File: config.mk
export PLATFORM = sky130hd
export DESIGN_NAME = channel_drive_config
export DESIGN_NICKNAME = d
export VERILOG_FILES = /design/src/channel_drive_pkg.sv /design/src/channel_drive_config.sv
export SDC_FILE = /design/constraint.sdc
export NUM_CORES = 1
export LEC_CHECK = 0
export BUFFER_PORTS_ARGS = -buffer_cell sky130_fd_sc_hd__buf_2
export CAP_MARGIN = 30
export CORE_UTILIZATION = 53
export CTS_CLUSTER_SIZE = 25
export DETAILED_ROUTE_END_ITERATION = 12
export GPL_TIMING_DRIVEN = 0
export PLACE_DENSITY = 0.8
export SKIP_CTS_REPAIR_TIMING = 1
export SYNTH_ARGS = -nofsm -noshare
export SYNTH_HDL_FRONTEND = slang
export SYNTH_SLANG_ARGS = --single-unit
export TNS_END_PERCENT = 100
File: constraint.sdc
create_clock -name ref_clk -period 2.77 [get_ports ref_clk]
set_clock_uncertainty 0.05 [all_clocks]
set_input_delay 0.277 -clock ref_clk [delete_from_list [all_inputs] [get_ports ref_clk]]
set_output_delay 0.277 -clock ref_clk [all_outputs]
set_load 0.05 [all_outputs]
File: src/channel_drive_pkg.sv
// constants and types for the channel drive configuration register
// Overview of operation
// - With the cut-off bit at 1 the last chained device silences its serial output except for readback; at 0 it shifts data out.
// - Bit 1 picks the channel current ceiling, 0 for 10 mA and 1 for 20 mA, and resets to 0.
// - Bit 14 resets to 1 and, when set, makes lines 16 to 31 run in descending order.
// - Bits 16, 17 and 18 enable the fine compensation range for red, green and blue, each resetting to 0.
// - Bits 19 to 21 pick slow (0) or fast (1) turn-off slew for red, green and blue, each resetting to 0.
// - Fields 23-22, 25-24 and 27-26 pick turn-on slew for red, green and blue, from slower to faster, each resetting to 01b.
// - Bits 32, 33 and 34 enable the coarse compensation range for red, green and blue, each resetting to 0.
// - Field 38-35 sets the first-line dim level as value plus one and resets to 0000b.
// - Bit 39 enables isolation between switching-on and switching-off channels and resets to 0.
// - Field 43-40 sets the isolation boost level as value plus one and resets to 1000b.
// - Bit 44 turns the isolation boost on at the programmed level and resets to 0.
package channel_drive_pkg;

    // ------------------------------------------------------------
    // register map
    // ------------------------------------------------------------
    localparam logic [3:0]  ADDR_CFG_LO    = 4'h0;
    localparam logic [3:0]  ADDR_CFG_MID   = 4'h4;
    localparam logic [3:0]  ADDR_CFG_HI    = 4'h8;
    localparam logic [3:0]  ADDR_STATUS    = 4'hC;
    localparam logic [47:0] CFG_RESET      = 48'h0800_0540_403C;

    // ------------------------------------------------------------
    // field positions
    // ------------------------------------------------------------
    localparam int POS_CUTOFF      = 0;
    localparam int POS_CEILING     = 1;
    localparam int POS_SCAN_ORDER_REVERSE    = 14;
    localparam int POS_FINE        = 16;
    localparam int POS_OFF_SLEW    = 19;
    localparam int POS_ON_SLEW     = 22;
    localparam int POS_COARSE      = 32;
    localparam int POS_FIRST_DIM   = 35;
    localparam int POS_ISO_EN      = 39;
    localparam int POS_BOOST_LVL   = 40;
    localparam int POS_BOOST_EN    = 44;
    localparam logic [4:0] LINE_HALF = 5'h10;
    localparam logic [4:0] LINE_LAST = 5'h1F;

    typedef enum logic [1:0] {
        SLEW_SLOWER = 2'h0,
        SLEW_SLOW   = 2'h1,
        SLEW_FAST   = 2'h2,
        SLEW_FASTER = 2'h3
    } on_slew_t;

    typedef struct packed {
        logic       chain_end_output_cutoff;
        logic       current_ceiling_select;
        logic       scan_order_reverse;
        logic [2:0] fine_enable;
        logic [2:0] turnoff_fast;
        on_slew_t   red_turnon_slew;
        on_slew_t   green_turnon_slew;
        on_slew_t   blue_turnon_slew;
        logic [2:0] coarse_enable;
        logic [4:0] first_line_dim_level;
        logic       on_off_isolation_enable;
        logic [4:0] isolation_boost_level;
    } drive_ctrl_t;

endpackage

File: src/channel_drive_config.sv
// channel drive configuration register with decoded controls
module channel_drive_config
    import channel_drive_pkg::*;
(
    input  wire logic        ref_clk,
    input  wire logic        nrst,
    input  wire logic [3:0]  addr,
    input  wire logic [31:0] wdata,
    input  wire logic        wr_stb,
    input  wire logic        rd_stb,
    output logic      [31:0] rdata,
    input  wire logic        is_last_device,
    input  wire logic        readback_cmd,
    input  wire logic        shift_data,
    output logic             chain_serial_out,
    input  wire logic [4:0]  logical_line,
    output logic      [4:0]  physical_line,
    output drive_ctrl_t      ctrl
);

    // ------------------------------------------------------------
    // storage and decode
    // ------------------------------------------------------------
    logic [15:0] word_lo_q;
    logic [15:0] word_lo_d;
    logic [15:0] word_mid_q;
    logic [15:0] word_mid_d;
    logic [15:0] word_hi_q;
    logic [15:0] word_hi_d;
    logic [47:0] cfg_all;
    logic [31:0] rdata_d;
    logic        chain_serial_out_d;
    logic [4:0]  line_d;
    drive_ctrl_t ctrl_d;
    logic        cutoff_q;
    logic        ceiling_q;
    logic        scan_order_reverse_q;
    logic [2:0]  fine_q;
    logic [2:0]  off_fast_q;
    on_slew_t    on_red_q;
    on_slew_t    on_green_q;
    on_slew_t    on_blue_q;
    logic [2:0]  coarse_q;
    logic [4:0]  dim_level_q;
    logic        iso_q;
    logic [4:0]  boost_level_q;

    // ------------------------------------------------------------
    // helpers
    // ------------------------------------------------------------
    // level fields count from one, so a 4-bit code spans 1 to 16
    function automatic logic [4:0] level_of(input logic [3:0] code);
        return {1'b0, code} + 5'h01;
    endfunction

    // one compare for every word keeps the decode uniform
    function automatic logic word_hit(input logic [3:0] a, input logic [3:0] base);
        return a == base;
    endfunction

    // ------------------------------------------------------------
    // address decode
    // ------------------------------------------------------------
    wire        hit_lo   = word_hit(addr, ADDR_CFG_LO);
    wire        hit_mid  = word_hit(addr, ADDR_CFG_MID);
    wire        hit_hi   = word_hit(addr, ADDR_CFG_HI);
    wire        hit_st   = word_hit(addr, ADDR_STATUS);
    wire        hit_cfg  = hit_lo || hit_mid || hit_hi;

    wire        wr_lo    = wr_stb && hit_lo;
    wire        wr_mid   = wr_stb && hit_mid;
    wire        wr_hi    = wr_stb && hit_hi;

    // only the low half of the bus carries register bits
    wire [15:0] wr_half  = wdata[15:0];

    // ------------------------------------------------------------
    // next word values
    // ------------------------------------------------------------
    // plain storage: reserved bits keep what was written
    assign word_lo_d  = wr_lo  ? wr_half : word_lo_q;
    assign word_mid_d = wr_mid ? wr_half : word_mid_q;
    assign word_hi_d  = wr_hi  ? wr_half : word_hi_q;

    assign cfg_all    = {word_hi_q, word_mid_q, word_lo_q};

    // ------------------------------------------------------------
    // read path
    // ------------------------------------------------------------
    wire [15:0] rd_word   = hit_lo  ? word_lo_q  :
                            hit_mid ? word_mid_q : word_hi_q;
    wire [31:0] rd_cfg    = {16'h0000, rd_word};
    wire [31:0] rd_status = {27'h0000000, physical_line};

    // status and unmapped reads never disturb the stored words
    assign rdata_d = !rd_stb ? 32'h0000_0000 :
                     hit_cfg ? rd_cfg :
                     hit_st  ? rd_status : 32'h0000_0000;

    // ------------------------------------------------------------
    // field decode
    // ------------------------------------------------------------
    wire       cutoff_bit   = cfg_all[POS_CUTOFF];
    wire       ceiling_bit  = cfg_all[POS_CEILING];
    wire       scan_order_reverse_bit = cfg_all[POS_SCAN_ORDER_REVERSE];
    wire       fine_red     = cfg_all[POS_FINE];
    wire       fine_green   = cfg_all[POS_FINE + 1];
    wire       fine_blue    = cfg_all[POS_FINE + 2];
    wire       off_red      = cfg_all[POS_OFF_SLEW];
    wire       off_green    = cfg_all[POS_OFF_SLEW + 1];
    wire       off_blue     = cfg_all[POS_OFF_SLEW + 2];
    wire [1:0] on_red       = cfg_all[POS_ON_SLEW +: 2];
    wire [1:0] on_green     = cfg_all[POS_ON_SLEW + 2 +: 2];
    wire [1:0] on_blue      = cfg_all[POS_ON_SLEW + 4 +: 2];
    wire       coarse_red   = cfg_all[POS_COARSE];
    wire       coarse_green = cfg_all[POS_COARSE + 1];
    wire       coarse_blue  = cfg_all[POS_COARSE + 2];

    wire [3:0] dim_code     = cfg_all[POS_FIRST_DIM +: 4];
    wire       iso_bit      = cfg_all[POS_ISO_EN];
    wire [3:0] boost_code   = cfg_all[POS_BOOST_LVL +: 4];
    wire       boost_on     = cfg_all[POS_BOOST_EN];

    // ------------------------------------------------------------
    // chain output
    // ------------------------------------------------------------
    // chain cut-off
    wire       chain_muted  = is_last_device && cutoff_bit && !readback_cmd;
    // readback must still reach the controller, so it is never muted
    assign chain_serial_out_d = chain_muted ? 1'b0 : shift_data;

    // ------------------------------------------------------------
    // line mapping
    // ------------------------------------------------------------
    // upper group reversal
    wire       upper_group  = logical_line >= LINE_HALF;
    wire [4:0] mirrored     = 5'(LINE_LAST - logical_line + LINE_HALF);
    assign line_d = (scan_order_reverse_bit && upper_group) ? mirrored : logical_line;

    // ------------------------------------------------------------
    // control word
    // ------------------------------------------------------------
    // cut-off mirror
    assign ctrl_d.chain_end_output_cutoff = cutoff_bit;
    assign ctrl_d.current_ceiling_select  = ceiling_bit;
    assign ctrl_d.scan_order_reverse      = scan_order_reverse_bit;
    assign ctrl_d.fine_enable             = {fine_blue, fine_green, fine_red};
    assign ctrl_d.turnoff_fast            = {off_blue, off_green, off_red};
    assign ctrl_d.red_turnon_slew         = on_slew_t'(on_red);
    assign ctrl_d.green_turnon_slew       = on_slew_t'(on_green);
    assign ctrl_d.blue_turnon_slew        = on_slew_t'(on_blue);
    assign ctrl_d.coarse_enable           = {coarse_blue, coarse_green, coarse_red};
    // dim level is code plus one
    assign ctrl_d.first_line_dim_level    = level_of(dim_code);
    assign ctrl_d.on_off_isolation_enable = iso_bit;
    assign ctrl_d.isolation_boost_level   = boost_on ? level_of(boost_code) : 5'h00;

    // ------------------------------------------------------------
    // word registers
    // ------------------------------------------------------------
    // word reset values
    always_ff @(posedge ref_clk) begin
        if (!nrst) begin
            word_lo_q <= CFG_RESET[15:0];
        end else begin
            word_lo_q <= word_lo_d;
        end
    end

    always_ff @(posedge ref_clk) begin
        if (!nrst) begin
            word_mid_q <= CFG_RESET[31:16];
        end else begin
            word_mid_q <= word_mid_d;
        end
    end

    always_ff @(posedge ref_clk) begin
        if (!nrst) begin
            word_hi_q <= CFG_RESET[47:32];
        end else begin
            word_hi_q <= word_hi_d;
        end
    end

    // data stand only in the cycle after the strobe
    always_ff @(posedge ref_clk) begin
        if (!nrst) begin
            rdata <= 32'h0000_0000;
        end else begin
            rdata <= rdata_d;
        end
    end

    always_ff @(posedge ref_clk) begin
        if (!nrst) begin
            chain_serial_out <= 1'b0;
        end else begin
            chain_serial_out <= chain_serial_out_d;
        end
    end

    always_ff @(posedge ref_clk) begin
        if (!nrst) begin
            physical_line <= 5'h00;
        end else begin
            physical_line <= line_d;
        end
    end

    // ------------------------------------------------------------
    // decoded outputs
    // ------------------------------------------------------------
    // controls read zero in reset and follow the words one edge later
    // cut-off flop
    always_ff @(posedge ref_clk) begin
        if (!nrst) begin
            cutoff_q <= 1'b0;
        end else begin
            cutoff_q <= ctrl_d.chain_end_output_cutoff;
        end
    end
    always_ff @(posedge ref_clk) begin
        if (!nrst) begin
            ceiling_q <= 1'b0;
        end else begin
            ceiling_q <= ctrl_d.current_ceiling_select;
        end
    end
    always_ff @(posedge ref_clk) begin
        if (!nrst) begin
            scan_order_reverse_q <= 1'b0;
        end else begin
            scan_order_reverse_q <= ctrl_d.scan_order_reverse;
        end
    end
    always_ff @(posedge ref_clk) begin
        if (!nrst) begin
            fine_q <= 3'h0;
        end else begin
            fine_q <= ctrl_d.fine_enable;
        end
    end
    always_ff @(posedge ref_clk) begin
        if (!nrst) begin
            off_fast_q <= 3'h0;
        end else begin
            off_fast_q <= ctrl_d.turnoff_fast;
        end
    end
    always_ff @(posedge ref_clk) begin
        if (!nrst) begin
            on_red_q <= SLEW_SLOWER;
        end else begin
            on_red_q <= ctrl_d.red_turnon_slew;
        end
    end
    always_ff @(posedge ref_clk) begin
        if (!nrst) begin
            on_green_q <= SLEW_SLOWER;
        end else begin
            on_green_q <= ctrl_d.green_turnon_slew;
        end
    end
    always_ff @(posedge ref_clk) begin
        if (!nrst) begin
            on_blue_q <= SLEW_SLOWER;
        end else begin
            on_blue_q <= ctrl_d.blue_turnon_slew;
        end
    end
    always_ff @(posedge ref_clk) begin
        if (!nrst) begin
            coarse_q <= 3'h0;
        end else begin
            coarse_q <= ctrl_d.coarse_enable;
        end
    end
    always_ff @(posedge ref_clk) begin
        if (!nrst) begin
            dim_level_q <= 5'h00;
        end else begin
            dim_level_q <= ctrl_d.first_line_dim_level;
        end
    end
    always_ff @(posedge ref_clk) begin
        if (!nrst) begin
            iso_q <= 1'b0;
        end else begin
            iso_q <= ctrl_d.on_off_isolation_enable;
        end
    end
    always_ff @(posedge ref_clk) begin
        if (!nrst) begin
            boost_level_q <= 5'h00;
        end else begin
            boost_level_q <= ctrl_d.isolation_boost_level;
        end
    end

    assign ctrl = '{
        chain_end_output_cutoff: cutoff_q,
        current_ceiling_select:  ceiling_q,
        scan_order_reverse:      scan_order_reverse_q,
        fine_enable:             fine_q,
        turnoff_fast:            off_fast_q,
        red_turnon_slew:         on_red_q,
        green_turnon_slew:       on_green_q,
        blue_turnon_slew:        on_blue_q,
        coarse_enable:           coarse_q,
        first_line_dim_level:    dim_level_q,
        on_off_isolation_enable: iso_q,
        isolation_boost_level:   boost_level_q
    };
endmodule

# Yosys cells after proc, flatten, opt, wreduce, memory -nomap -nowiden
# Index checks and enable logic that the tools add are counted.
[word_totals]
output_inout_bits = 67
regBits = 115
romBits = 0
n_memories = 0
wordCells = 48
mem_bits_rw = 0
in_bits = 48
latch_bits = 0
[classes]
n_mux = 5
div_mod_pow = 0
order_cmp = 1
bitwise_logic = 2
n_reduce_logical = 14
n_shift = 0
n_eq_ne = 3
n_addsub = 4
n_mul = 0
[ops]
columns = ["operator", "n"]
rows = [
  ["two-way mux 16 bit", 3],
  ["adder 4 x 1 -> 5 bit, second input constant", 2],
  ["two-way mux 5 bit", 2],
  ["== test 4 bit, second input constant", 2],
  ["logical AND 1 bit", 6],
  ["adder 5 bit, second input constant", 1],
  ["greater-or-equal comparator 5 bit, second input constant", 1],
  ["subtractor 5 bit, first input constant", 1],
  ["== test 4 x 3 -> 1 bit, second input constant", 1],
  ["logical NOT 4 bit", 1],
  ["AND reduction 2 bit", 2],
  ["OR reduction 3 bit", 1],
  ["logical OR 1 bit", 2],
  ["NOT 1 bit", 2],
  ["OR reduction 2 bit", 1],
  ["logical NOT 1 bit", 1],
]

# Logic depth before layout (Yosys ltp)
# Gate-level depths: netlist of the first run.
[logic_depth]
ltp_word = 4
ltp_mapped = 5
mapped_depth_nobuf = 3

# Worst setup path before layout of the first run
# Ideal clock, no wire load.
[synth_path]
path_type = "input to register"
start = "input addr[1]"
end = "register word_lo_q[2]"
n_path_buf = 2
setup_ps = 136
setup_slack_ps = 1408
stages = 5
required_time_ps = 2584
t_arrival_ps = 1176
path_cell_list = "or3b_1 -> buf_2 -> buf_6 -> o21ai_0 -> nand3_1"
[synth_via]
elab_chain_cells = 2
[synth_lines]
columns = ["element", "line_no", "source"]
rows = [
  ["from (decl)", "channel_drive_config.sv:7", "input wire logic [3:0] addr,"],
  ["logical NOT 4 bit", "channel_drive_config.sv:58", "return a == base;"],
  ["logical AND 1 bit", "channel_drive_config.sv:70", "wire wr_lo = wr_stb && hit_lo;"],
  ["to (signal assigned)", "channel_drive_config.sv:164", "word_lo_q <= CFG_RESET[15:0];"],
  ["to (signal assigned)", "channel_drive_config.sv:166", "word_lo_q <= word_lo_d;"],
  ["to (decl)", "channel_drive_config.sv:24", "logic [15:0] word_lo_q;"],
]
# No other way between the ends.
# A chain may end at the register's enable or synchronous reset.

# Worst setup path after layout of the first run
[layout_path]
start = "input nrst"
end = "register rdata[14]"
[layout_via]
elab_chain_cells = 1
[layout_lines]
columns = ["element", "line_no", "source"]
rows = [
  ["from (decl)", "channel_drive_config.sv:6", "input wire logic nrst,"],
  ["AND reduction 2 bit (no source line)", "n/a", ""],
  ["to (signal assigned)", "channel_drive_config.sv:191", "rdata <= rdata_d;"],
  ["to (decl)", "channel_drive_config.sv:11", "output logic [31:0] rdata,"],
]
# No other way between the ends.

==> results of run 1 <==
-- state kept, by name, indices dropped and copies added (netlist names), 2 cells and up --
name / cells
rdata: 16
word_hi_q: 16
word_lo_q: 16
word_mid_q: 16
boost_level_q: 5
dim_level_q: 5
physical_line: 5
coarse_q: 3
fine_q: 3
off_fast_q: 3
on_blue_q: 2
on_green_q: 2
on_red_q: 2
-- power by group through the flow --
stage	clock, mW	sequential (mW)	combinational (mW)
after CTS	0.923	1.46	0.323
after floorplan	0	1.54	0.184
after detailed placement	0	1.49	0.322
after global placement	0	1.49	0.318
after global routing	0.976	1.46	0.349
final	0.920	1.46	0.327
-- metrics by stage --
step / util, % / power, mW
3_3_place_gp: 62.8 / 1.81
4_1_cts: 65.5 / 2.71
5_1_grt: 65.5 / 2.79
6_report: 65.5 / 2.71
3_5_place_dp: 62.8 / 1.81
2_1_floorplan: - / 1.72
-- logic make-up after synthesis --
logic type               Yosys count  synth area share, %
AO/OA/AOI/OAI                    104                 16.9
XOR/XNOR                           8                 1.78
adder cells (fa/ha/maj)            2                0.634
buffers and inverters             59                 8.38
flip-flops                        99                 50.3
multiplexers                      16                 4.06
other                              1               0.0951
AND/OR/NAND/NOR                  132                 17.9
-- routing by layer --
layer / track usage, % / share of wire [%]
met1: 34.7 / 43
met2: 43.4 / 47
met3: 4.01 / 6.3
met4: 12.2 / 3.2
met5: 0 / 0
-- Yosys cell counts --
master / instances
sky130_fd_sc_hd__and2_1: 27
sky130_fd_sc_hd__o21ai_0: 43
sky130_fd_sc_hd__inv_1: 6
sky130_fd_sc_hd__ha_1: 2
sky130_fd_sc_hd__nor2b_1: 3
sky130_fd_sc_hd__a211oi_1: 11
sky130_fd_sc_hd__o32ai_1: 5
sky130_fd_sc_hd__a21boi_0: 30
sky130_fd_sc_hd__clkbuf_1: 20
sky130_fd_sc_hd__or3b_1: 1
sky130_fd_sc_hd__dfxtp_1: 99
sky130_fd_sc_hd__buf_4: 22
sky130_fd_sc_hd__a31oi_1: 1
sky130_fd_sc_hd__nor3b_2: 1
sky130_fd_sc_hd__nor3_4: 1
sky130_fd_sc_hd__or2b_1: 1
sky130_fd_sc_hd__or4_1: 1
sky130_fd_sc_hd__buf_2: 8
sky130_fd_sc_hd__buf_6: 2
sky130_fd_sc_hd__nand4_1: 1
sky130_fd_sc_hd__nor2_1: 22
sky130_fd_sc_hd__nand2b_1: 6
sky130_fd_sc_hd__o21ai_1: 5
sky130_fd_sc_hd__a21boi_1: 9
sky130_fd_sc_hd__xnor2_1: 6
sky130_fd_sc_hd__and3_1: 1
sky130_fd_sc_hd__mux2i_1: 16
sky130_fd_sc_hd__and4_1: 1
sky130_fd_sc_hd__xor2_1: 2
sky130_fd_sc_hd__nand2_1: 5
sky130_fd_sc_hd__clkbuf_2: 1
sky130_fd_sc_hd__or2_2: 1
sky130_fd_sc_hd__conb_1: 1
sky130_fd_sc_hd__nand3_1: 60
-- path summary, 6_finish.rpt --
check | from | to | slack [ns] | depth (start not counted)
worst max-delay path | nrst | rdata[14]$_SDFF_PN0_ | 1.24 | 4
worst min-delay path | is_last_device | chain_serial_out$_SDFF_PP0_ | 0.05 | 2
worst max register to register | word_lo_q[14]$_SDFFE_PN1P_ | physical_line[1]$_SDFF_PN0_ | 1.70 | 3
worst min register to register | physical_line[4]$_SDFF_PN0_ | rdata[4]$_SDFF_PN0_ | 0.41 | 2
-- layout make-up --
class                   count  area share [%]
plain buffers              53            6.52
repair buffers             81            8.58
flip-flops and latches     99            42.0
clock buffers              11            2.99
clock inverters             5            1.11
well taps                  99            2.62
inverters                   6           0.477
multi-input cells         278            35.7
==> results.md, run 1 <==
Hold path:
- The class of the most critical hold timing path is in -> reg.

Synthesis:
- The synthesized netlist contains 34 unique library cells.
- In the post-synthesis netlist, the biggest area contributors are sky130_fd_sc_hd__dfxtp_1, sky130_fd_sc_hd__nand3_1, sky130_fd_sc_hd__a21boi_0, sky130_fd_sc_hd__o21ai_0, sky130_fd_sc_hd__and2_1.
- The synthesized design contains slightly below 100 register bits.
- The portion of the post-synthesis area used by sequential elements is roughly 50%.
- During synthesis, Yosys emitted a total of 0 warnings.
- The gate count of the mapped netlist is about 420.
- In this run the cell area of the synthesized design comes to around 3900 µm².
- The synthesized area per cell is 9.37 µm².
- The area share of the leading cell type in the synthesized netlist is 50.3%.
- The top cell type by total area after synthesis is sky130_fd_sc_hd__dfxtp_1.

Timing:
- Timing would allow up to 0.653 GHz.
- The worst slew slack as a fraction of its limit is between 60% and 70%.
- For the pin with the worst max-slew slack, the measured transition is around 0.6 ns.
- The ratio of final minimum period to clock period is between 50 and 60%.
- The count of pins over their slew limit is 0.
- Across all setup checks in the final design, the least slack found is around 1.2 ns.
- Adding up every negative setup slack in the final design gives 0 ns.
- Setup violations remaining at the end of the flow were counted as 0.
- The final hold violation count is 0.
- The minimum clock period after layout is between 1.5 and 2 ns.
- On the final layout, the worst hold slack is 0.0525 ns.
- Setup repair after global routing left no endpoint under its margin.

Die:
- approximately 120 I/O pins were placed.
- The die boundary height is just under 90 µm.
- Row generation in the floorplan step produced 31 rows.
- The area of the die is between 7000 and 8000 µm².
- The area of the core is 7210 µm².
- In this run the horizontal extent of the chip is around 88 µm.
- The starting density of the core is a little over half.

CTS:
- The clock tree root buffer cell is sky130_fd_sc_hd__clkbuf_8.
- In this run the number of H-tree levels came out at 3.
- The count of clock tree sinks is 99.
- TritonCTS built the clock tree.
- The clock network latency to the later pin of the worst-skew pair is 0.35 ns.
- The worst-case clock buffer depth is 2.
- Clock tree synthesis inserted a total of 9 buffers.
- Clock-pin slew was measured on the worst setup and hold paths at ~0.09 ns.

Power and ir drop:
- The net switching share of the total power is 26.7%.
- The sequential share of power is roughly 54%.
- IR analysis of the VDD net gives a maximum drop of between 0.2 and 0.3 mV.
- The power density over the cells is 573 nW/µm².
- The static leakage power is ~2.0 nW.
- The clock share of power is 34.0%.
- The share of total power in combinational logic is between 10% and 20%.
- The reported net switching power is 724 µW.
- Cell internal power was estimated by the tool at 1.98 mW.

GRT:
- The maximum number of pins on one net before global-route repair is 16.
- The first-pass GRT wire length is around 16000 µm.
- The total grt overflow is 0.
- The initial antenna violation count came to 0.
- The number of global-route vias before repair is approximately 3200.
- The aggregate global-route resource usage is between 20% and 30%.

Routing:
- The first-pass detailed-route iteration total is 5.
- The post-detailed-route wirelength per cell is approximately 16 µm.
- The detailed-route DRC error count is 0.
- In the routed layout, each cell is associated on average with a via count of roughly 5.4.
- The starting DRC count in detailed routing is around 260.
- The number of vias after detailed routing is about 3400.
- The count of nets left with antenna violations after detail routing is 0.
- The routed design has about 10000 µm of wire.

Finish:
- In the layout the commonest cells are sky130_fd_sc_hd__dfxtp_1, sky130_fd_sc_hd__buf_2, sky130_fd_sc_hd__nand3_1.
- The finished layout holds between 600 and 700 standard cells, fillers aside.
- The final design area excluding fillers is between 4000 and 5000 µm².
- Compared with the post-synthesis result, the final layout area differs by 19.8%.
- Of the cells placed in the final design, the portion with a size suffix greater than 1 is between 20 and 25%.
- In the final layout, flip-flops and latches occupy between 1500 and 2000 µm².
- The filler cell count is 630.
- The commonest non-fill, non-tap cell in the layout is sky130_fd_sc_hd__dfxtp_1.
- The repair_antennas step left the layout with diodes totalling 0.
- The post-layout net count is about 580.
- The multi-input combinational cells in the finished layout cover a total of roughly 1700 µm².

Place:
- The count of buffers added on input and output ports is 81.
- The count of placed standard cells including taps is between 600 and 700.
- The worst setup slack after placement is about 0.89 ns.
- The half-perimeter wire length after placement is about 7000 µm.
- The final weighted congestion in routability-driven placement is 0.864.
- The cell area reported after detailed placement is around 4500 µm².

Run:
- Across the run, the number of max-cap violations was 0.

Critical path:
- The dominant delay contributor by cell family on the critical path is buffers and inverters.
- The sort of element at the end of the critical path is a register.
- In this design, the critical path's most frequently occurring cell is sky130_fd_sc_hd__clkbuf_1.
- The critical path buffer and inverter count is 2.
- The worst endpoint data arrival time is about 1.8 ns.
- The slowest stage cell on the critical path is sky130_fd_sc_hd__nand4_1.
- The startpoint kind of the worst setup timing path is a primary input.
- At the worst endpoint, the required time is between 2 and 3 ns.
- For this run, the slowest stage of the critical path takes between 0.4 and 0.5 ns.
- The critical path is of the in -> reg type.
- The maximum fanout along the worst path is 10.
- Walking the worst path, the cells encountered are clkbuf_1 -> nand4_1 -> clkbuf_1 -> a211oi_1.

Status:
- The flow ran to the end, and the final reports show no timing, DRC or antenna violations.
Power figures use the tool's default switching activity.
==> inputs of run 2 (changes only) <==
--- a/config.mk
+++ b/config.mk
@@ -7,11 +7,11 @@
 export LEC_CHECK = 0
 export BUFFER_PORTS_ARGS = -buffer_cell sky130_fd_sc_hd__buf_2
 export CAP_MARGIN = 30
-export CORE_UTILIZATION = 53
+export CORE_UTILIZATION = 46
 export CTS_CLUSTER_SIZE = 25
 export DETAILED_ROUTE_END_ITERATION = 12
 export GPL_TIMING_DRIVEN = 0
-export PLACE_DENSITY = 0.8
+export PLACE_DENSITY = 0.74
 export SKIP_CTS_REPAIR_TIMING = 1
 export SYNTH_ARGS = -nofsm -noshare
 export SYNTH_HDL_FRONTEND = slang
==> constraint.sdc (replaced) <==
create_clock -name ref_clk -period 1.3 [get_ports ref_clk]
set_clock_uncertainty 0.05 [all_clocks]
set_input_delay 0.13 -clock ref_clk [delete_from_list [all_inputs] [get_ports ref_clk]]
set_output_delay 0.13 -clock ref_clk [all_outputs]
set_load 0.05 [all_outputs]
==> results.md, run 2 (synthesis results as in run 1) <==
Status:
- The run finished, with violations left.
- The final reports fail on hold timing.

CTS:
- TritonCTS built the clock tree.
- The H-tree depth is 3 (unchanged).
- The clock tree root buffer cell is sky130_fd_sc_hd__clkbuf_8.
- The count of clock tree sinks came to 99 (unchanged).
- The worst-case clock buffer depth was 2 (unchanged).
- The clock slew seen by the registers of the worst setup and hold paths came to 0.09 ns (about the same).
- The clock network latency to the later pin of the worst-skew pair is 0.37 ns (+0.02 ns).
- The number of CTS-inserted buffers is 9 (unchanged).

Power and ir drop:
- The clock share of power was 37.9% (+3.9 points).
- The share of total power in combinational logic is 11.9% (-0.2 points).
- The static leakage power came to 2.07 nW (+3.9%).
- The internal power of the cells is 4.59 mW (+130%).
- The maximum vdd drop is 0.591 mV (+120%).
- The sequential share of power is 50.1% (-3.8 points).
- The net switching share of the total power is 26.0% (-0.76 points).
- The power density over the cells is 1260 nW/µm² (+120%).
- The reported net switching power is 1.61 mW (+120%).

Finish:
- In the layout the commonest cells are sky130_fd_sc_hd__dfxtp_1, sky130_fd_sc_hd__buf_2, sky130_fd_sc_hd__nand3_1.
- The antenna diode count was 0 (unchanged).
- The commonest non-fill, non-tap cell in the layout is sky130_fd_sc_hd__dfxtp_1.
- The fraction of layout instances using a drive strength above 1 is 25.3% (+0.51 points).
- The post-layout net count was 592 (+2.4%).
- The area added between synthesis and finish is 24.6%.

Die:
- The number of placement rows is 33 (+6.5%).
- The number of primary I/O pins is 115 (unchanged).
- The area of the die is 8950 µm² (+15%).
- The area of the core was 8260 µm² (+14%).
- The starting density of the core came to 47.8% (-6.9 points).
- The die boundary height is 94.6 µm (+7.2%).
- The chip width is 94.6 µm (+7.2%).

Hold path:
- The number of cells traversed by the worst hold path is 3 (+1).
- The class of the most critical hold timing path is in -> reg.
- The startpoint identified for the worst hold timing path is wdata[2].
- The terminating pin of the worst hold path is word_lo_q[2]$_SDFFE_PN1P_.

Routing:
- The final wirelength was 10700 µm (+8.5%).
- The post-detailed-route wirelength per cell is 16.4 µm (+5.3%).
- The average via count per standard cell is 5.45 (+0.33%).
- The starting DRC count in detailed routing is 217 (-16%).
- The number of vias after detailed routing is 3548 (+3.3%).
- The first-pass detailed-route iteration total is 6 (+1).
- The detailed-route DRC error count was 0 (unchanged).
- The count of nets left with antenna violations after detail routing was 0 (unchanged).

Critical path:
- The worst path required time is 1.52 ns (-1.46 ns).
- The number of cells traversed by the worst register-to-register path is 3 (unchanged).
- The worst setup path is captured at a register.
- By startpoint and endpoint, the worst setup path is classified as in -> reg.
- The maximum fanout along the worst path is 10 (unchanged).
- The launching point of the worst reg2reg path is word_lo_q[14]$_SDFFE_PN1P_.
- The reg-to-reg endpoint is physical_line[2]$_SDFF_PN0_.
- STA classifies the critical path startpoint as a primary input.
- The worst endpoint data arrival time is 1.45 ns (-0.30 ns).
- The slack of the worst reg-to-reg path came to 0.18 ns (-1.52 ns).

Timing:
- Of the available clock period, the critical path in the final layout requires a little over nine tenths.
- The worst hold margin is -0.00560 ns (-0.0581 ns).
- Setup repair after global routing left no endpoint under its margin.
- The actual transition at the worst max-transition pin was 0.628 ns (+0.0376 ns).
- Based on the critical path, the design can be clocked at up to 0.815 GHz.
- The summed negative setup slack over all endpoints is 0 ns (unchanged).
- The worst slew slack as a fraction of its limit is 58.0% (-2.5 points).
- The count of pins over their slew limit is 0 (unchanged).
- The final hold violation count came to 2 (+2).
- The slack of the critical path was 0.0732 ns (-1.17 ns).
- The smallest clock period supported by the final layout is computed as roughly 1.2 ns.
- The count of endpoints failing setup in the final report came to 0 (unchanged).

Place:
- The count of buffers inserted at the top-level ports is 81 (unchanged).
- The final weighted congestion in routability-driven placement is 0.839 (-2.9%).
- The half-perimeter wire length after placement is 7310 µm (+5.3%).
- The worst setup slack after placement came to -0.439 ns (-1.33 ns).

GRT:
- The aggregate global-route resource usage was 24.3% (-2.2 points).
- The number of global-route vias before repair is 3248 (+2.0%).
- The global-route met1 utilization is 29.5% (-5.1 points).
- The maximum number of pins on one net before global-route repair is 17 (+1).
- The initial antenna violation count is 0 (unchanged).
- The layer with the highest usage is met2.
- The first-pass GRT wire length is 16000 µm (+2.6%).
- The total grt overflow is 0 (unchanged).
- The fraction of met3 tracks used by global routing is 6.36% (+2.3 points).
- The met2 usage in global routing is 40.5% (-3.0 points).

Run:
- The max-capacitance violation count is 0 (unchanged).
run 2: critical path, cell delays in order:
cell and delay, ns:
sky130_fd_sc_hd__buf_2 0.14, sky130_fd_sc_hd__nor3_4 0.56, sky130_fd_sc_hd__buf_4 0.31, sky130_fd_sc_hd__nor2_1 0.06
sky130_fd_sc_hd__a211oi_1 0.24
run 2: final cells by class:
| class | instances | area, µm² |
|---|---|---|
| Fill cell | 733 | 3350 |
| Sequential cell | 99 | 1980 |
| Multi-Input combinational cell | 278 | 1690 |
| Timing Repair Buffer | 95 | 538 |
| Buffer | 53 | 310 |
| Tap cell | 105 | 131 |
| Clock buffer | 9 | 124 |
| Clock inverter | 6 | 114 |
| Inverter | 6 | 22.5 |
run 2: how the worst max path moves through the flow:
stage	startpoint	end	slack, ns	depth (start not counted)
after global routing	addr[0]	rdata[12]$_SDFF_PN0_	0.02	5
after global placement	nrst	rdata[8]$_SDFF_PN0_	-0.38	4
after floorplan	addr[1]	word_lo_q[2]$_SDFFE_PN1P_	0.08	5
final	addr[0]	rdata[12]$_SDFF_PN0_	0.07	5
after detailed placement	nrst	rdata[12]$_SDFF_PN0_	-0.44	4
after CTS	nrst	rdata[12]$_SDFF_PN0_	-0.05	4
run 2: through the flow:
| step | cell area [µm²] | utilization (%) | cells | power [mW] |
|---|---|---|---|---|
| after floorplan | 4000 | - | 436 | 3.67 |
| after global placement | 4540 | 54.9 | 622 | 3.86 |
| after detailed placement | 4540 | 54.9 | 622 | 3.87 |
| after CTS | 4770 | 57.8 | 637 | 6.17 |
| after global routing | 4910 | 59.5 | 651 | 6.38 |
| final | 4910 | 59.5 | 651 | 6.20 |
run 2: layer usage:
layer  share of wire [%]  up-vias
met4                 2.6        0
met1                  42     1700
met2                  47      163
li1                    -     1659
met5                   0        -
met3                 8.1       26
run 2: power groups by stage:
stage / clock [mW] / sequential [mW] / combinational, mW
3_5_place_dp: 0 / 3.18 / 0.693
3_3_place_gp: 0 / 3.18 / 0.686
2_1_floorplan: 0 / 3.28 / 0.392
6_report: 2.35 / 3.11 / 0.740
4_1_cts: 2.36 / 3.11 / 0.696
5_1_grt: 2.49 / 3.12 / 0.781
